--- src/common/msg_fabric_map.vh ---
// constants for the thread message delivery fabric
// assumes a single 200 MHz clock and a plain register port
//
// Notes on behaviour
// - messages from a thread to one target leave in issue order.
// - different targets and writeback registers may complete in any order.
// - channel mask does not gate dispatch of a send.
// - implied register copy always moves exactly one register.
// - channel mask travels with the message to the target.
// - math uses enabled channels; render writes ignore mask, use payload mask.
// - immediate thread-end send stops the thread and marks it complete.
// - dispatcher and fixed functions watch every transmission for thread-end.
// - on thread-end the dispatcher frees the thread's resources.
// - fixed function acts only on thread-end carrying its own 4b id.
// - message register is 256 bits, dword 0 at [31:0], dword 7 at [255:224].
// - writeback register index is an offset from the starting destination.
// - fabric detects bad target ids and bad lengths; core does no checks.
// - each detected error is captured and raises an interrupt line, except a target report in the same cycle as a send error, which is lost.
// - bad-target message is dropped; its destinations stay in flight.
// - bad opcode or length latches sender, lengths, header; fabric continues; a target report latches zero in place of the sender id.
// - bad payload may be dropped; destinations then remain in flight.
// - thread-end send with non-null destination is refused; thread hangs.
// - thread-end flag honoured only for immediate descriptors.
// - a send marks its payload registers in flight until transmitted.
// - each writeback clears its destination register's in-flight flag.
`ifndef MSG_FABRIC_MAP_VH
`define MSG_FABRIC_MAP_VH

// target unit ids
`define TGT_NULL 4'h0
`define TGT_MATH 4'h1
`define TGT_SAMPLER 4'h2
`define TGT_GATEWAY 4'h3
`define TGT_MEM_READ 4'h4
`define TGT_MEM_WRITE 4'h5
`define TGT_RESULT_STORE 4'h6
`define TGT_LAUNCHER 4'h7
`define TGT_COUNT 8

// message geometry
`define REG_BITS 256
`define DWORD_BITS 32
`define MRF_REGS 16
`define GRF_REGS 128
`define MAX_MSG_LEN 4'hF

// header field: fixed-function id in dword 5 bits [27:24] of first register
`define FFID_LSB 184
`define FFID_W 4

// error codes
`define ERR_NONE 2'h0
`define ERR_BAD_TARGET 2'h1
`define ERR_BAD_LENGTH 2'h2
`define ERR_BAD_EOT 2'h3

// register map, word offsets
`define ADDR_ERR_STATUS 4'h0
`define ADDR_ERR_INFO 4'h1
`define ADDR_ERR_HEADER 4'h2
`define ADDR_CTRL 4'h3
`define ADDR_TGT_ENABLE 4'h4
`define ADDR_MSG_COUNT 4'h5
`define ADDR_GRF_FLIGHT_LO 4'h6
`define ADDR_MRF_FLIGHT 4'h7
`define CTRL_RESET 32'h0000_0001
`define TGT_ENABLE_RESET 32'h0000_00FF

`endif

--- src/logic/flight_tracker.v ---
// in-flight bit vector with set and clear masks
// assumes set and clear come from the same clock domain
`timescale 1ns/1ps
`default_nettype none

module flight_tracker #(
   parameter N = 16
) (
   input wire clk,
   input wire nrst,
   input wire [N-1:0] set_mask,
   input wire [N-1:0] clr_mask,
   output reg [N-1:0] flight_ff
);

   ////////////////////////////////////////////////////////////////
   // set wins over clear so a reissue in the release cycle holds
   always @(posedge clk or negedge nrst) begin
      if (!nrst) begin
         flight_ff <= {N{1'b0}};
      end else begin
         flight_ff <= (flight_ff & ~clr_mask) | set_mask;
      end
   end

endmodule // flight_tracker

`default_nettype wire

--- src/logic/thread_message_delivery.v ---
// message delivery fabric: one issuing thread to the shared functions
// assumes the core holds send until accepted and handshakes per target
//
// Local design decisions: the strobed register port and the register offsets.
`timescale 1ns/1ps
`default_nettype none
`include "msg_fabric_map.vh"

module thread_message_delivery #(
   parameter NTGT = `TGT_COUNT,
   parameter MRFN = `MRF_REGS,
   parameter GRFN = `GRF_REGS
) (
   input wire clk,
   input wire nrst,
   // send request from execution core
   input wire send_valid,
   input wire [3:0] send_target_unit_id,
   input wire [3:0] send_mrf_start,
   input wire [3:0] send_msg_len,
   input wire [3:0] send_resp_len,
   input wire [6:0] send_dest_grf,
   input wire send_dest_null,
   input wire send_desc_immediate,
   input wire send_thread_end_flag,
   input wire [15:0] send_channel_enable_mask,
   input wire [`REG_BITS-1:0] send_header_reg,
   input wire [7:0] send_sender_id,
   output reg send_ready_ff,
   output reg thread_done_ff,
   output reg thread_hung_ff,
   // transmit towards the selected target
   output reg [NTGT-1:0] tx_valid_ff,
   input wire [NTGT-1:0] tx_ready,
   output reg [3:0] tx_msg_len_ff,
   output reg [3:0] tx_resp_len_ff,
   output reg [15:0] tx_channel_enable_mask_ff,
   output reg [`REG_BITS-1:0] tx_header_ff,
   output reg tx_thread_end_flag_ff,
   // snoop for dispatcher and fixed functions
   output reg snoop_thread_end_ff,
   output reg [3:0] snoop_ffid_ff,
   output reg dispatcher_release_ff,
   // writeback from shared functions
   input wire wb_valid,
   input wire [3:0] wb_index,
   input wire [6:0] wb_base,
   output reg [GRFN-1:0] grf_flight_ff,
   output reg [MRFN-1:0] mrf_flight_ff,
   // shared function error report
   input wire sf_err_valid,
   input wire [3:0] sf_err_target,
   // register port
   input wire [3:0] reg_addr,
   input wire [31:0] reg_wdata,
   input wire reg_wr,
   input wire reg_rd,
   output reg [31:0] reg_rdata_ff,
   output reg err_irq_ff
);

   localparam ST_IDLE = 3'b001;
   localparam ST_SEND = 3'b010;
   localparam ST_DONE = 3'b100;

   ////////////////////////////////////////////////////////////////
   // decoding used by the checks and the in-flight masks
   function eot_target_ok;
      input [3:0] t;
      begin
         eot_target_ok = (t == `TGT_MEM_WRITE) || (t == `TGT_RESULT_STORE) ||
                         (t == `TGT_GATEWAY) || (t == `TGT_LAUNCHER) || (t == `TGT_NULL);
      end
   endfunction

   function [MRFN-1:0] range_mask;
      input [3:0] start;
      input [3:0] len;
      integer i;
      begin
         range_mask = {MRFN{1'b0}};
         for (i = 0; i < MRFN; i = i + 1) begin
            if ((i >= start) && (i < start + len)) begin
               range_mask[i] = 1'b1;
            end
         end
      end
   endfunction

   ////////////////////////////////////////////////////////////////
   // state and software registers
   reg [2:0] state_ff;
   reg [2:0] nxt_state;
   reg [3:0] tgt_ff;
   reg [3:0] mrf_start_ff;
   reg [3:0] msg_len_ff;
   reg [1:0] err_code_ff;
   reg [15:0] err_sender_ff;
   reg [7:0] err_lens_ff;
   reg [31:0] err_header_ff;
   reg [31:0] ctrl_ff;
   reg [31:0] tgt_enable_ff;
   reg [31:0] msg_count_ff;
   reg [MRFN-1:0] mrf_set;
   reg [MRFN-1:0] mrf_clr;
   reg [GRFN-1:0] grf_set;
   reg [GRFN-1:0] grf_clr;
   wire [MRFN-1:0] mrf_flight;
   wire [GRFN-1:0] grf_flight;
   wire fabric_en;
   wire bad_target;
   wire bad_length;
   wire eot_honoured;
   wire eot_refused;
   wire accept;
   wire tx_fire;
   wire [6:0] wb_reg;

   assign fabric_en = ctrl_ff[0];
   // the core does no validation, so the fabric checks everything it can
   assign bad_target = (send_target_unit_id >= NTGT) ||
                       !tgt_enable_ff[send_target_unit_id[2:0]];
   assign bad_length = (send_msg_len == 4'h0) ||
                       ({1'b0, send_mrf_start} + {1'b0, send_msg_len} > 5'd16);
   // register-sourced descriptors never end the thread
   assign eot_honoured = send_thread_end_flag && send_desc_immediate;
   assign eot_refused = eot_honoured && (!send_dest_null ||
                        !eot_target_ok(send_target_unit_id));
   // the channel mask plays no part in accepting a send
   assign accept = send_valid && send_ready_ff && !eot_refused;
   assign tx_fire = |(tx_valid_ff & tx_ready);
   assign wb_reg = wb_base + {3'b000, wb_index};

   ////////////////////////////////////////////////////////////////
   // in-flight masks
   always @* begin
      mrf_set = {MRFN{1'b0}};
      mrf_clr = {MRFN{1'b0}};
      grf_set = {GRFN{1'b0}};
      grf_clr = {GRFN{1'b0}};
      if (accept) begin
         mrf_set = range_mask(send_mrf_start, send_msg_len);
         if (!send_dest_null) begin
            // dropped messages never clear these: thread hangs on use
            grf_set = {{(GRFN-16){1'b0}}, range_mask(4'h0, send_resp_len)} << send_dest_grf;
         end
      end
      if (state_ff == ST_DONE) begin
         mrf_clr = range_mask(mrf_start_ff, msg_len_ff);
      end
      if (wb_valid) begin
         grf_clr[wb_reg] = 1'b1;
      end
   end

   flight_tracker #(.N(MRFN)) u_mrf_flight (
      .clk(clk),
      .nrst(nrst),
      .set_mask(mrf_set),
      .clr_mask(mrf_clr),
      .flight_ff(mrf_flight)
   );

   flight_tracker #(.N(GRFN)) u_grf_flight (
      .clk(clk),
      .nrst(nrst),
      .set_mask(grf_set),
      .clr_mask(grf_clr),
      .flight_ff(grf_flight)
   );

   ////////////////////////////////////////////////////////////////
   // next state: one message at a time keeps per-target order
   always @* begin
      nxt_state = state_ff;
      case (state_ff)
         ST_IDLE: begin
            if (accept && !bad_target && !bad_length) begin
               nxt_state = ST_SEND;
            end
         end
         ST_SEND: begin
            if (tx_fire) begin
               nxt_state = ST_DONE;
            end
         end
         ST_DONE: begin
            nxt_state = ST_IDLE;
         end
         default: begin
            nxt_state = ST_IDLE;
         end
      endcase
   end

   ////////////////////////////////////////////////////////////////
   // message path, snoop and thread control
   always @(posedge clk or negedge nrst) begin
      if (!nrst) begin
         state_ff <= ST_IDLE;
         send_ready_ff <= 1'b0;
         thread_done_ff <= 1'b0;
         thread_hung_ff <= 1'b0;
         tx_valid_ff <= {NTGT{1'b0}};
         tx_msg_len_ff <= 4'h0;
         tx_resp_len_ff <= 4'h0;
         tx_channel_enable_mask_ff <= 16'h0000;
         tx_header_ff <= {`REG_BITS{1'b0}};
         tx_thread_end_flag_ff <= 1'b0;
         snoop_thread_end_ff <= 1'b0;
         snoop_ffid_ff <= 4'h0;
         dispatcher_release_ff <= 1'b0;
         tgt_ff <= 4'h0;
         mrf_start_ff <= 4'h0;
         msg_len_ff <= 4'h0;
         grf_flight_ff <= {GRFN{1'b0}};
         mrf_flight_ff <= {MRFN{1'b0}};
      end else begin
         state_ff <= nxt_state;
         grf_flight_ff <= grf_flight;
         mrf_flight_ff <= mrf_flight;
         snoop_thread_end_ff <= 1'b0;
         dispatcher_release_ff <= 1'b0;
         send_ready_ff <= fabric_en && !thread_done_ff && !thread_hung_ff &&
                          (nxt_state == ST_IDLE);
         if (send_valid && send_ready_ff && eot_refused) begin
            thread_hung_ff <= 1'b1;
         end
         if (accept) begin
            tgt_ff <= send_target_unit_id;
            mrf_start_ff <= send_mrf_start;
            msg_len_ff <= send_msg_len;
            tx_msg_len_ff <= send_msg_len;
            tx_resp_len_ff <= send_resp_len;
            tx_channel_enable_mask_ff <= send_channel_enable_mask;
            tx_header_ff <= send_header_reg;
            tx_thread_end_flag_ff <= eot_honoured;
            if (eot_honoured) begin
               thread_done_ff <= 1'b1;
            end
            if (!bad_target && !bad_length) begin
               tx_valid_ff <= {{(NTGT-1){1'b0}}, 1'b1} << send_target_unit_id[2:0];
            end
         end
         if (tx_fire) begin
            tx_valid_ff <= {NTGT{1'b0}};
            // every transmission is snooped regardless of target
            snoop_thread_end_ff <= tx_thread_end_flag_ff;
            snoop_ffid_ff <= tx_header_ff[`FFID_LSB +: `FFID_W];
            dispatcher_release_ff <= tx_thread_end_flag_ff;
         end
      end
   end

   ////////////////////////////////////////////////////////////////
   // error capture, set wins over a software clear
   always @(posedge clk or negedge nrst) begin
      if (!nrst) begin
         err_code_ff <= `ERR_NONE;
         err_sender_ff <= 16'h0000;
         err_lens_ff <= 8'h00;
         err_header_ff <= 32'h0000_0000;
         err_irq_ff <= 1'b0;
         msg_count_ff <= 32'h0000_0000;
      end else begin
         if (reg_wr && (reg_addr == `ADDR_ERR_STATUS) && reg_wdata[0]) begin
            err_irq_ff <= 1'b0;
            err_code_ff <= `ERR_NONE;
         end
         if (tx_fire) begin
            msg_count_ff <= msg_count_ff + 32'h0000_0001;
         end
         if (accept && (bad_target || bad_length)) begin
            err_code_ff <= bad_target ? `ERR_BAD_TARGET : `ERR_BAD_LENGTH;
            err_sender_ff <= {4'h0, send_target_unit_id, send_sender_id};
            err_lens_ff <= {send_msg_len, send_resp_len};
            err_header_ff <= send_header_reg[31:0];
            err_irq_ff <= 1'b1;
         end else if (send_valid && send_ready_ff && eot_refused) begin
            err_code_ff <= `ERR_BAD_EOT;
            err_sender_ff <= {4'h0, send_target_unit_id, send_sender_id};
            err_lens_ff <= {send_msg_len, send_resp_len};
            err_header_ff <= send_header_reg[31:0];
            err_irq_ff <= 1'b1;
         end else if (sf_err_valid) begin
            // target reports; fabric keeps going with the next message
            err_code_ff <= `ERR_BAD_LENGTH;
            err_sender_ff <= {4'h0, sf_err_target, 8'h00};
            err_lens_ff <= {tx_msg_len_ff, tx_resp_len_ff};
            err_header_ff <= tx_header_ff[31:0];
            err_irq_ff <= 1'b1;
         end
      end
   end

   ////////////////////////////////////////////////////////////////
   // software registers and read port
   always @(posedge clk or negedge nrst) begin
      if (!nrst) begin
         ctrl_ff <= `CTRL_RESET;
         tgt_enable_ff <= `TGT_ENABLE_RESET;
         reg_rdata_ff <= 32'h0000_0000;
      end else begin
         if (reg_wr && (reg_addr == `ADDR_CTRL)) begin
            ctrl_ff <= {31'h0000_0000, reg_wdata[0]};
         end
         if (reg_wr && (reg_addr == `ADDR_TGT_ENABLE)) begin
            tgt_enable_ff <= {24'h00_0000, reg_wdata[7:0]};
         end
         reg_rdata_ff <= 32'h0000_0000;
         if (reg_rd) begin
            case (reg_addr)
               `ADDR_ERR_STATUS: reg_rdata_ff <= {29'h0000_0000, err_code_ff, err_irq_ff};
               `ADDR_ERR_INFO: reg_rdata_ff <= {err_lens_ff, 8'h00, err_sender_ff[15:0]};
               `ADDR_ERR_HEADER: reg_rdata_ff <= err_header_ff;
               `ADDR_CTRL: reg_rdata_ff <= ctrl_ff;
               `ADDR_TGT_ENABLE: reg_rdata_ff <= tgt_enable_ff;
               `ADDR_MSG_COUNT: reg_rdata_ff <= msg_count_ff;
               `ADDR_GRF_FLIGHT_LO: reg_rdata_ff <= grf_flight_ff[31:0];
               `ADDR_MRF_FLIGHT: reg_rdata_ff <= {16'h0000, mrf_flight_ff};
               default: reg_rdata_ff <= 32'h0000_0000;
            endcase
         end
      end
   end

endmodule // thread_message_delivery

`default_nettype wire

--- config.mk ---
export PLATFORM = sky130hd
export DESIGN_NAME = thread_message_delivery
export DESIGN_NICKNAME = d
export VERILOG_FILES = /design/src/logic/flight_tracker.v /design/src/logic/thread_message_delivery.v
export VERILOG_INCLUDE_DIRS = /design/src /design/src/common
export SDC_FILE = /design/constraint.sdc
export NUM_CORES = 1
export LEC_CHECK = 0
export BUFFER_PORTS_ARGS = -buffer_cell sky130_fd_sc_hd__buf_2
export CORE_AREA = 8 8 322 324
export CTS_BUF_LIST = sky130_fd_sc_hd__clkbuf_8
export DETAILED_ROUTE_END_ITERATION = 10
export DIE_AREA = 0 0 330 332
export PLACE_DENSITY = 0.52
export SLEW_MARGIN = 40
export SYNTH_ARGS = -nofsm -noshare
export SYNTH_HDL_FRONTEND = slang
export SYNTH_SLANG_ARGS = --single-unit
--- constraint.sdc ---
create_clock -name clk -period 4.3 [get_ports clk]
set_input_delay 0.645 -clock clk [delete_from_list [all_inputs] [get_ports clk]]
set_output_delay 0.645 -clock clk [all_outputs]
set_load 0.1 [all_outputs]
## After elaboration in Yosys (flattened, before gate mapping)

Cells that the tools add are included.

| storage, ports and cells | value |
|---|---|
| output and inout bits | 475 |
| input bits | 372 |
| register bits | 724 |
| logic and storage cells | 327 |

| operators by class | value |
|---|---|
| magnitude comparators | 83 |
| reductions and logical operators | 73 |
| bitwise logic cells | 7 |
| shift-type cells | 2 |
| add/subtract/negate cells | 5 |
| muxes and demuxes | 116 |
| eq/ne operators | 15 |

Operators by type and width:

| cell | count |
|---|---|
| $lt 4x32->1 const A | 14 |
| $mux 128 | 3 |
| $lt 3x32->1 const A | 8 |
| $pmux 32 s8 | 1 |
| $and 128x128->128 | 1 |
| $lt 1x32->1 const A | 4 |
| $lt 2x32->1 const A | 4 |
| $mux 32 | 4 |
| $not 128->128 | 1 |
| $or 128x128->128 | 1 |
| $shl 16x7->128 | 1 |
| $mux 1 | 87 |
| $mux 16 | 5 |
| $ge 4x4->1 const A | 14 |
| $mux 8 | 6 |
| $logic_and 1x1->1 | 47 |
| $add 32x1->32 const B | 1 |
| $ge 3x4->1 const A | 8 |
| $lt 4x4->1 const A | 8 |
| $eq 4x3->1 const B | 7 |
| $and 16x16->16 | 1 |
| $ge 1x4->1 const A | 4 |
| $ge 2x4->1 const A | 4 |
| $lt 3x4->1 const A | 4 |
| other kinds (32) | 63 |

## Depth between registers and ports, before layout

Gate-level depths: netlist of the first run.

| depth | value |
|---|---|
| word-level depth | 16 |
| depth in mapped cells | 11 |
| depth with buffers taken out | 9 |

## Modules after synthesis

Synthesis of the first run repeated with hierarchy kept, for this count alone.

| unflattened totals | value |
|---|---|
| cells, all modules | 2488 |
| area total of the unflattened synthesis | 30412.9 sq um |

Modules (own cells, without submodules):

| module | cells an instance | area each (sq um) | instances | seq. area each (sq um) |
|---|---|---|---|---|
| thread_message_delivery | 2056 | 25187.9 | 1 | 14426.3 |
| flight_tracker (u_grf_flight) | 384 | 4644.5 | 1 | 3203.1 |
| flight_tracker (u_mrf_flight) | 48 | 580.6 | 1 | 400.4 |

## Worst setup path before layout of the first run

Ideal clock, no wire load.

| timing path | value |
|---|---|
| kind | input -> register |
| start point | input send_mrf_start[1] |
| end point | register err_lens_ff[3] |
| data required time | 4.174 ns |
| buffers on the path | 3 |
| slack | 1.086 ns |
| stages | 11 |
| data arrival time | 3.088 ns |
| setup time | 0.126 ns |
| path through | clkbuf_1 inv_1 fa_1 nor2b_1 nor3b_1 a221oi_1 o41ai_4 buf_4 buf_4 nor2_1 a21oi_1 |

| on the way | value |
|---|---|
| longest elaborated chain between the ends | 6 |
| elaborated cells on any way between the ends | 7 |
| those cells by class | 1 x add/sub; 1 x order compare; 1 x mux; 4 x reduce/logical |

RTL lines:

| element | line | source |
|---|---|---|
| start, declared | thread_message_delivery.v:19 | `input wire [3:0] send_mrf_start,` |
| $add 4x4->5 * | thread_message_delivery.v:124 | `({1'b0, send_mrf_start} + {1'b0, send_msg_len} > 5'd16);` |
| $gt 5x5->1 * | thread_message_delivery.v:124 |  |
| $logic_or 1x1->1 * | thread_message_delivery.v:123 | `assign bad_length = (send_msg_len == 4'h0) \|\|` |
| $logic_or 1x1->1 * | thread_message_delivery.v:273 | `if (accept && (bad_target \|\| bad_length)) begin` |
| $logic_and 1x1->1 * | thread_message_delivery.v:273 |  |
| $reduce_bool 3->1 (no line) / $mux 8 (equally long branches) | n/a |  |
| end signal, assigned | thread_message_delivery.v:276 | `err_lens_ff <= {send_msg_len, send_resp_len};` |
| end signal, assigned | thread_message_delivery.v:282 | `err_lens_ff <= {send_msg_len, send_resp_len};` |
| end signal, assigned | thread_message_delivery.v:289 | `err_lens_ff <= {tx_msg_len_ff, tx_resp_len_ff};` |
| end, declared | thread_message_delivery.v:99 | `reg [7:0] err_lens_ff;` |

Every way passes the cells marked *; elsewhere a longest branch is shown, timed or not.
A chain may end at the register's enable or synchronous reset.

## Worst setup path in the final report of the first run

| timing path | value |
|---|---|
| start point | input send_msg_len[0] |
| end point | register err_header_ff[23] |

| on the way | value |
|---|---|
| longest elaborated chain between the ends | 6 |
| elaborated cells on any way between the ends | 8 |
| those cells by class | 1 x add/sub; 1 x order compare; 1 x mux; 5 x reduce/logical |

RTL lines:

| element | line | source |
|---|---|---|
| start, declared | thread_message_delivery.v:20 | `input wire [3:0] send_msg_len,` |
| $add 4x4->5 | thread_message_delivery.v:124 |  |
| $gt 5x5->1 | thread_message_delivery.v:124 |  |
| $logic_or 1x1->1 * | thread_message_delivery.v:123 |  |
| $logic_or 1x1->1 * | thread_message_delivery.v:273 |  |
| $logic_and 1x1->1 * | thread_message_delivery.v:273 |  |
| $reduce_bool 3->1 (no line) / $mux 32 (equally long branches) | n/a |  |
| end signal, assigned | thread_message_delivery.v:277 | `err_header_ff <= send_header_reg[31:0];` |
| end signal, assigned | thread_message_delivery.v:283 | `err_header_ff <= send_header_reg[31:0];` |
| end signal, assigned | thread_message_delivery.v:290 | `err_header_ff <= tx_header_ff[31:0];` |
| end, declared | thread_message_delivery.v:100 | `reg [31:0] err_header_ff;` |

Marked as above.

==> results.md, run 1 <==
* Maximum clock rate at 297 MHz
* Slowest CP cell: a221oi_1
* Cell variety after synth at 70
* Synth top area share at 0.612
* CTS max path bufs at 3
* Clk sink count at 720
* Synth cell count leaders: 966 x nand2_1, 710 x dfrtp_1, 181 x o21ai_0
* Final core occ at 0.403
* Critical path cell sequence: dlygate4sd3_1 > buf_2 > ha_1 > inv_1 > fa_1 > nor2b_1 > nor3b_1 > a221oi_1 > clkbuf_2 > o41ai_4 > buf_12 > nor2_1 > a21oi_1
* Initial Util at 0.293
* #FFs+latches synth at 720
* Maxcap violations at 0
* Yosys top cell by area: dfrtp_1
* Final net count at 4359
* PD cells at 844 mW/mm²
* Crit path DAT at 4.00 ns
* Vias/cell at 4.87
* Register area share after synthesis at 0.621
* Top_reg_cell synth: dfrtp_1
* Vias in the first global route at 26822
* Post-cts sizing count at 0
* CTS tree: built
* Fill cell count at 9827
* Global-route wire length before repair at 186000 µm
* Number of port buffers at 822
* Total GRT Usage at 0.228
* Worst Setup Path Type: input pin to flip-flop
* # rows at 116
* Hold_ws at 0.101 ns
* Fraction of layout cells with a size suffix above 1 at 0.273
* Fin Setup TNS at 0 ns
* Post-synthesis cell area at 0.0290 mm²
* Drt drc at 0
* Clock Latency Late Sink at 0.81 ns
* Min cycle time layout at 3.36 ns
* Lkg Pwr at 20.5 nW
* # H-tree levels at 4
* Final Instance Count excl. Fillers at 5374
* Status: finished clean
* Die area at 0.110 mm²
* Area growth syn-to-layout at 37.5%
* Syn avg cell area at 10.1 µm²
* # placed instances at 4884
* Placed inst area at 0.0347 mm²
* Root Buffer: clkbuf_8
* Num CTS Buffers at 132
* Dpl hpwl at 95800 µm
* Most frequent cell after synthesis: nand2_1
* Gate Count Post-Synth at 2880
* Pwr Total at 33.7 mW
* Max Slew Vio Count at 0
* RSZ-0062 raised after global routing: no
* Min-delay worst type: input pin to flip-flop
* Worst Clk Skew at 0.0397 ns
* Peak VDD IR at 0.482 mV
* Final setup violation count at 0
* Startpoint types: input pin
* Post-synth EDFFs at 0
* I/O pin count at 847
* Largest net degree at the start of global routing at 141
* CP max stage delay at 0.63 ns
* Die Y at 332 µm
* Initial antenna violation count at 15
* DRT antenna net count at 0
* Area of the core at 0.0990 mm²
* GPL Wtd Cong at 0.905
* Setup crit end kind: flip-flop
* Synthesized Nets at 3268
* Drt total wl at 129000 µm
* Dominant cells by area after synthesis: dfrtp_1 61%, nand2_1 12%, o21ai_0 3.1%
* Worst slew margin at 0.285
* Place WS at 0.648 ns
* DR vias at 26178
* Hold depth at 3
* DIE WIDTH at 330 µm
* Routed WL per cell at 24.0 µm
* 1st-iter DRT viols at 2114
* Post-synth ARST share at 1.00
* Gr ovfl total at 0
* Drt pass-1 iters at 5
* Worst-Margin Slew at 1.07 ns
* Final std cell area, no fill at 0.0399 mm²
* Critical path peak fanout at 104
* Final Hold Fails at 0
* Worst EP required at 4.94 ns
* Synth warn at 0
* Final worst path period share at 0.782
* Clock-pin slew on the worst setup and hold paths at 0.06 ns
* Reg2reg path depth at 6
* Final setup margin at 0.939 ns
[state kept, by name, indices dropped and copies added, names as in the netlist, 32 cells and up]
register                flops
tx_header_ff              256
reg_rdata_ff               32
msg_count_ff               32
grf_flight_ff             128
err_header_ff              32
u_grf_flight.flight_ff    128
[power breakdown]
| group | internal (mW) | leakage, nW | switching (mW) | total (mW) |
|---|---|---|---|---|
| combinational | 2.44 | 9.69 | 14.5 | 16.9 |
| clock | 3.54 | 1.50 | 3.00 | 6.54 |
| sequential | 8.78 | 9.33 | 1.42 | 10.2 |
[metal layers]
metal | vias up | GRT usage | part of all wire
li1 | 12005 | - | -
met1 | 12960 | 0.314 | 0.45
met2 | 1023 | 0.342 | 0.44
met3 | 186 | 0.0699 | 0.083
met4 | 4 | 0.0685 | 0.025
met5 | - | 0 | 0.00021
[path summary, 6_finish.rpt]
kind	startpoint	end	slack (ns)
max	send_msg_len[0]	err_header_ff[23]$_DFFE_PN0P_	0.94
min	send_header_reg[152]	tx_header_ff[152]$_DFFE_PN0P_	0.10
max reg2reg	send_ready_ff$_DFF_PN0_	u_grf_flight.flight_ff[76]$_DFF_PN0_	1.63
min reg2reg	u_grf_flight.flight_ff[89]$_DFF_PN0_	grf_flight_ff[89]$_DFF_PN0_	0.37
max in group asynchronous	nrst	tgt_enable_ff[7]$_DFFE_PN1P_	2.75
min in group asynchronous	nrst	tx_header_ff[120]$_DFFE_PN0P_	0.32
[critical path: cells and delay by family]
family          cells  cell delay, ns
compound gates      3            0.77
fa+ha+maj           2            0.69
buf+inv             5            1.28
simple gates        3            0.53
[cell families (layout without fill, tap and decap cells)]
family                   Yosys count  count (layout)  share of synthesized area
XOR/XNOR                          40              40                     0.0121
buffers and inverters            197            1380                     0.0264
multiplexers                      68              68                     0.0244
adder cells (fa/ha/maj)           18              18                    0.00837
flip-flops                       720             720                      0.621
AND/OR/NAND/NOR                 1253            1253                      0.177
other                              0              13                          0
AO/OA/AOI/OAI                    584             584                      0.131
[timing repair]
action / 4_1_cts / 5_1_grt
hold endpoints to repair: 276 / 0
hold buffers: 249 / 0
setup endpoints to repair: 0 / 0
buffers inserted: 0 / 0
[final cells by class]
cell class / instances / area, µm² / area share
tap: 1298 / 1620 / 0.0407
clock inverter: 67 / 419 / 0.0105
multi-input combinational: 1963 / 10300 / 0.258
timing repair buffer: 1128 / 7190 / 0.180
antenna: 13 / 32.5 / 0.000816
inverter: 26 / 97.6 / 0.00245
clock buffer: 159 / 2190 / 0.0549
sequential: 720 / 18000 / 0.452
[placed cells by master (no fill, tap or decap), types with 68 or more instances in the layout]
| cell type | count |
|---|---|
| a21oi_1 | 99 |
| a22oi_1 | 68 |
| buf_2 | 820 |
| clkbuf_8 | 159 |
| dfrtp_1 | 710 |
| dlygate4sd3_1 | 249 |
| inv_1 | 74 |
| nand2_1 | 965 |
| nor2_1 | 107 |
| o21ai_0 | 181 |
| o31ai_1 | 96 |
(Power assumes the default switching activity.)
==> run 2, diff against run 1 <==
--- a/config.mk
+++ b/config.mk
@@ -6,12 +6,13 @@
 export SDC_FILE = /design/constraint.sdc
 export NUM_CORES = 1
 export LEC_CHECK = 0
+export ABC_AREA = 1
 export BUFFER_PORTS_ARGS = -buffer_cell sky130_fd_sc_hd__buf_2
 export CORE_AREA = 8 8 322 324
 export CTS_BUF_LIST = sky130_fd_sc_hd__clkbuf_8
 export DETAILED_ROUTE_END_ITERATION = 10
 export DIE_AREA = 0 0 330 332
-export PLACE_DENSITY = 0.52
+export PLACE_DENSITY = 0.54
 export SLEW_MARGIN = 40
 export SYNTH_ARGS = -nofsm -noshare
 export SYNTH_HDL_FRONTEND = slang
==> constraint.sdc (replaced) <==
create_clock -name clk -period 3.4 [get_ports clk]
set_input_delay 0.51 -clock clk [delete_from_list [all_inputs] [get_ports clk]]
set_output_delay 0.51 -clock clk [all_outputs]
set_load 0.1 [all_outputs]
==> results.md, run 2 <==
* Status: finished clean
* Final net count at 5192 (+19%)
* Comb pwr share at 0.087 (-0.416)
* CP max stage delay at 0.56 ns (-0.07 ns)
* Cell variety after synth at 46 (-34%)
* Drt total wl at 129000 µm (+0.10%)
* Worst Clk Skew at 0.0311 ns (-0.00853 ns)
* Clk pwr share at 0.449 (+0.255)
* Initial Util at 0.311 (+0.0183)
* Root Buffer: clkbuf_8
* Global-route wire length before repair at 192000 µm (+3.1%)
* Fin Setup TNS at 0 ns (unchanged)
* Crit path DAT at 3.66 ns (-0.34 ns)
* Final worst path period share at 0.863
* Critical path depth at 16 (+3)
* Final Hold Fails at 0 (unchanged)
* Clk sink count at 720 (unchanged)
* Clock-pin slew on the worst setup and hold paths at 0.06 ns (about the same)
* Syn avg cell area at 8.45 µm² (-16%)
* Pint at 13.7 mW (-6.9%)
* Most frequent cell after synthesis: nand2_1
* Worst-Margin Slew at 0.941 ns (-0.132 ns)
* Peak VDD IR at 0.272 mV (-43%)
* 1st-iter DRT viols at 2357 (+11%)
* Min-delay worst type: input pin to flip-flop
* Crit path launch: send_mrf_start[0]
* Maxcap violations at 0 (unchanged)
* Post-cts sizing count at 0 (unchanged)
* Vias in the first global route at 30177 (+13%)
* Vias/cell at 4.77 (-2.2%)
* Die area at 0.110 mm² (unchanged)
* DR vias at 29637 (+13%)
* Lkg Pwr at 24.0 nW (+17%)
* Reg2reg path depth at 8 (+2)
* I/O pin count at 847 (unchanged)
* Register area share after synthesis at 0.585 (-0.0365)
* Synth warn at 0 (unchanged)
* Gr ovfl total at 0 (unchanged)
* Biggest regs: tx_header_ff: 256 flops, grf_flight_ff: 128 flops, u_grf_flight.flight_ff: 128 flops
* Top_reg_cell synth: dfrtp_1
* Largest net degree at the start of global routing at 127 (-9.9%)
* Final core occ at 0.427 (+0.0241)
* Synthesized Nets at 4034 (+23%)
* Synth top area share at 0.576 (-0.0359)
* Worst EP required at 4.13 ns (-0.81 ns)
* Yosys top cell by area: dfrtp_1
* # rows at 116 (unchanged)
* Worst slew margin at 0.368 (+0.0829)
* CP delay by family, top: buffers and inverters
* Worst Setup Path Type: input pin to flip-flop
* Switching Share at 0.264 (-0.298)
* R2R setup slack at 0.88 ns (-0.75 ns)
* Critical path cell sequence: dlygate4sd3_1 > buf_2 > ha_1 > inv_1 > fa_1 > inv_1 > or2_1 > nor2_1 > nand3_1 > nand2_1 > nand3_1 > nand2_2 > nand2_2 > buf_4 > nand2_1 > nand3_1
* Dpl hpwl at 94500 µm (-1.4%)
* Reg2reg end: u_mrf_flight.flight_ff[1]$_DFF_PN0_
* Drt pass-1 iters at 6 (+1)
* # H-tree levels at 4 (unchanged)
* Synth cell count leaders: 1637 x nand2_1, 710 x dfrtp_1, 408 x nand3_1
* Die Y at 332 µm (unchanged)
* CTS tree: built
* P_sw at 4.93 mW (-74%)
* Worst path bufs/invs at 5 (unchanged)
* CTS max path bufs at 3 (unchanged)
* DIE WIDTH at 330 µm (unchanged)
* Fraction of layout cells with a size suffix above 1 at 0.235 (-0.0376)
* GPL Wtd Cong at 0.909 (+0.36%)
* Startpoint types: input pin
* Area of the core at 0.0990 mm² (unchanged)
* Launching point of the worst reg2reg path: state_ff[1]$_DFF_PN0_
* PD cells at 442 mW/mm² (-48%)
* Final std cell area, no fill at 0.0423 mm² (+6.0%)
* DRT antenna net count at 0 (unchanged)
* Post-synth ARST share at 1.00 (unchanged)
* Total GRT Usage at 0.228 (+0.000806)
* Area growth syn-to-layout at 37.1%
* Num CTS Buffers at 133 (+0.76%)
* Critical path peak fanout at 52 (-50%)
* RSZ-0062 raised after global routing: no
* Clock Latency Late Sink at 0.81 ns (about the same)
* Number of port buffers at 822 (unchanged)
* Most frequent CP cell: nand3_1
* Critical Path End: err_header_ff[27]$_DFFE_PN0P_
* Gate Count Post-Synth at 3646 (+27%)
* Maximum clock rate at 341 MHz
* Slowest CP cell: dlygate4sd3_1
* Setup crit end kind: flip-flop
* Max Slew Vio Count at 0 (unchanged)
* Placed inst area at 0.0365 mm² (+5.1%)
* Drt drc at 0 (unchanged)
* Post-synth EDFFs at 0 (unchanged)
* Flop pwr share at 0.464 (+0.161)
* Initial antenna violation count at 23 (+8)
* Routed WL per cell at 20.8 µm (-13%)
* Final setup violation count at 0 (unchanged)
* Post-synthesis cell area at 0.0308 mm² (+6.2%)
* Dominant cells by area after synthesis: dfrtp_1 58%, nand2_1 20%, nand3_1 6.6%
* Max FFs per register at 256 (unchanged)
* Biggest register: tx_header_ff
* #FFs+latches synth at 720 (unchanged)
* Most frequent cells in the layout: 1635 x nand2_1, 821 x buf_2, 710 x dfrtp_1
* Min cycle time layout at 2.94 ns
* Commonest non-fill, non-tap cell in the layout: nand2_1
run 2: worst min path at each step:
stage,from,to,slack [ns],cells past startpoint
floorplan,nrst,dispatcher_release_ff$_DFF_PN0_,0.21,0
global placement,u_grf_flight.flight_ff[23]$_DFF_PN0_,grf_flight_ff[23]$_DFF_PN0_,0.36,0
detailed placement,u_grf_flight.flight_ff[31]$_DFF_PN0_,grf_flight_ff[31]$_DFF_PN0_,0.36,0
CTS,send_resp_len[3],err_lens_ff[3]$_DFFE_PN0P_,0.02,3
global route,send_resp_len[3],err_lens_ff[3]$_DFFE_PN0P_,0.06,3
finish,sf_err_target[1],err_sender_ff[9]$_DFFE_PN0P_,0.11,5
run 2: cell type report:
cell class	count	area, µm²
Timing Repair Buffer	1206	7950
Clock inverter	73	432
Antenna cell	15	37.5
Multi-Input combinational cell	2539	11200
Clock buffer	163	2240
Fill cell	9916	56700
Tap cell	1298	1620
Sequential cell	720	18000
Inverter	204	773
run 2: logic make-up (layout without fill, tap and decap cells):
logic type      after synthesis  in the layout  synth area share
flops                       720            720             0.585
compound gates              218            218            0.0417
xor+xnor                     33             33            0.0102
other cells                   0             15                 0
simple gates               2266           2266             0.301
buf+inv                     387           1646            0.0528
fa+ha+maj                    16             16           0.00723
mux                           6              6           0.00219
run 2: what timing repair did:
action                                 CTS  global route
hold buffers                           305             0
buffers inserted                         0             0
endpoints found under the hold margin  403             0
run 2: power by group through the flow:
stage	registers (mW)	clock network, mW	logic (mW)
2_1_floorplan	8.86	0	0.517
3_3_place_gp	8.82	0	1.32
3_5_place_dp	8.82	0	1.32
4_1_cts	8.67	8.66	1.62
5_1_grt	8.67	9.01	1.76
6_report	8.67	8.38	1.62
run 2: worst reg2reg max path: stages, from the launching register on:
cell and delay [ns]:
dfrtp_1 0.39, nor3_1 0.76, inv_1 0.34, nor2_1 0.31, inv_1 0.17, nor3_1 0.14, o21ai_0 0.10, nand2_1 0.07
o21ai_0 0.11
run 2: metal layers:
layer  up-vias  GRT usage  wire length (µm)
li1      13964          -                 -
met1     14285      0.288             53100
met2      1147      0.373             61100
met3       231     0.0608             10400
met4        10     0.0867              4520
met5         -          0                75
run 2: stage by stage:
| stage | setup WS (ns) | hold slack, ns | instances | power (mW) |
|---|---|---|---|---|
| after floorplan | 0.972 | 0.214 | 3646 | 9.38 |
| after global placement | 0.402 | 0.358 | 5662 | 10.1 |
| after detailed placement | 0.309 | 0.358 | 5662 | 10.1 |
| after CTS | 0.582 | 0.0163 | 6203 | 18.9 |
| after global routing | 0.287 | 0.0605 | 6210 | 19.4 |
| final | 0.465 | 0.114 | 6218 | 18.7 |
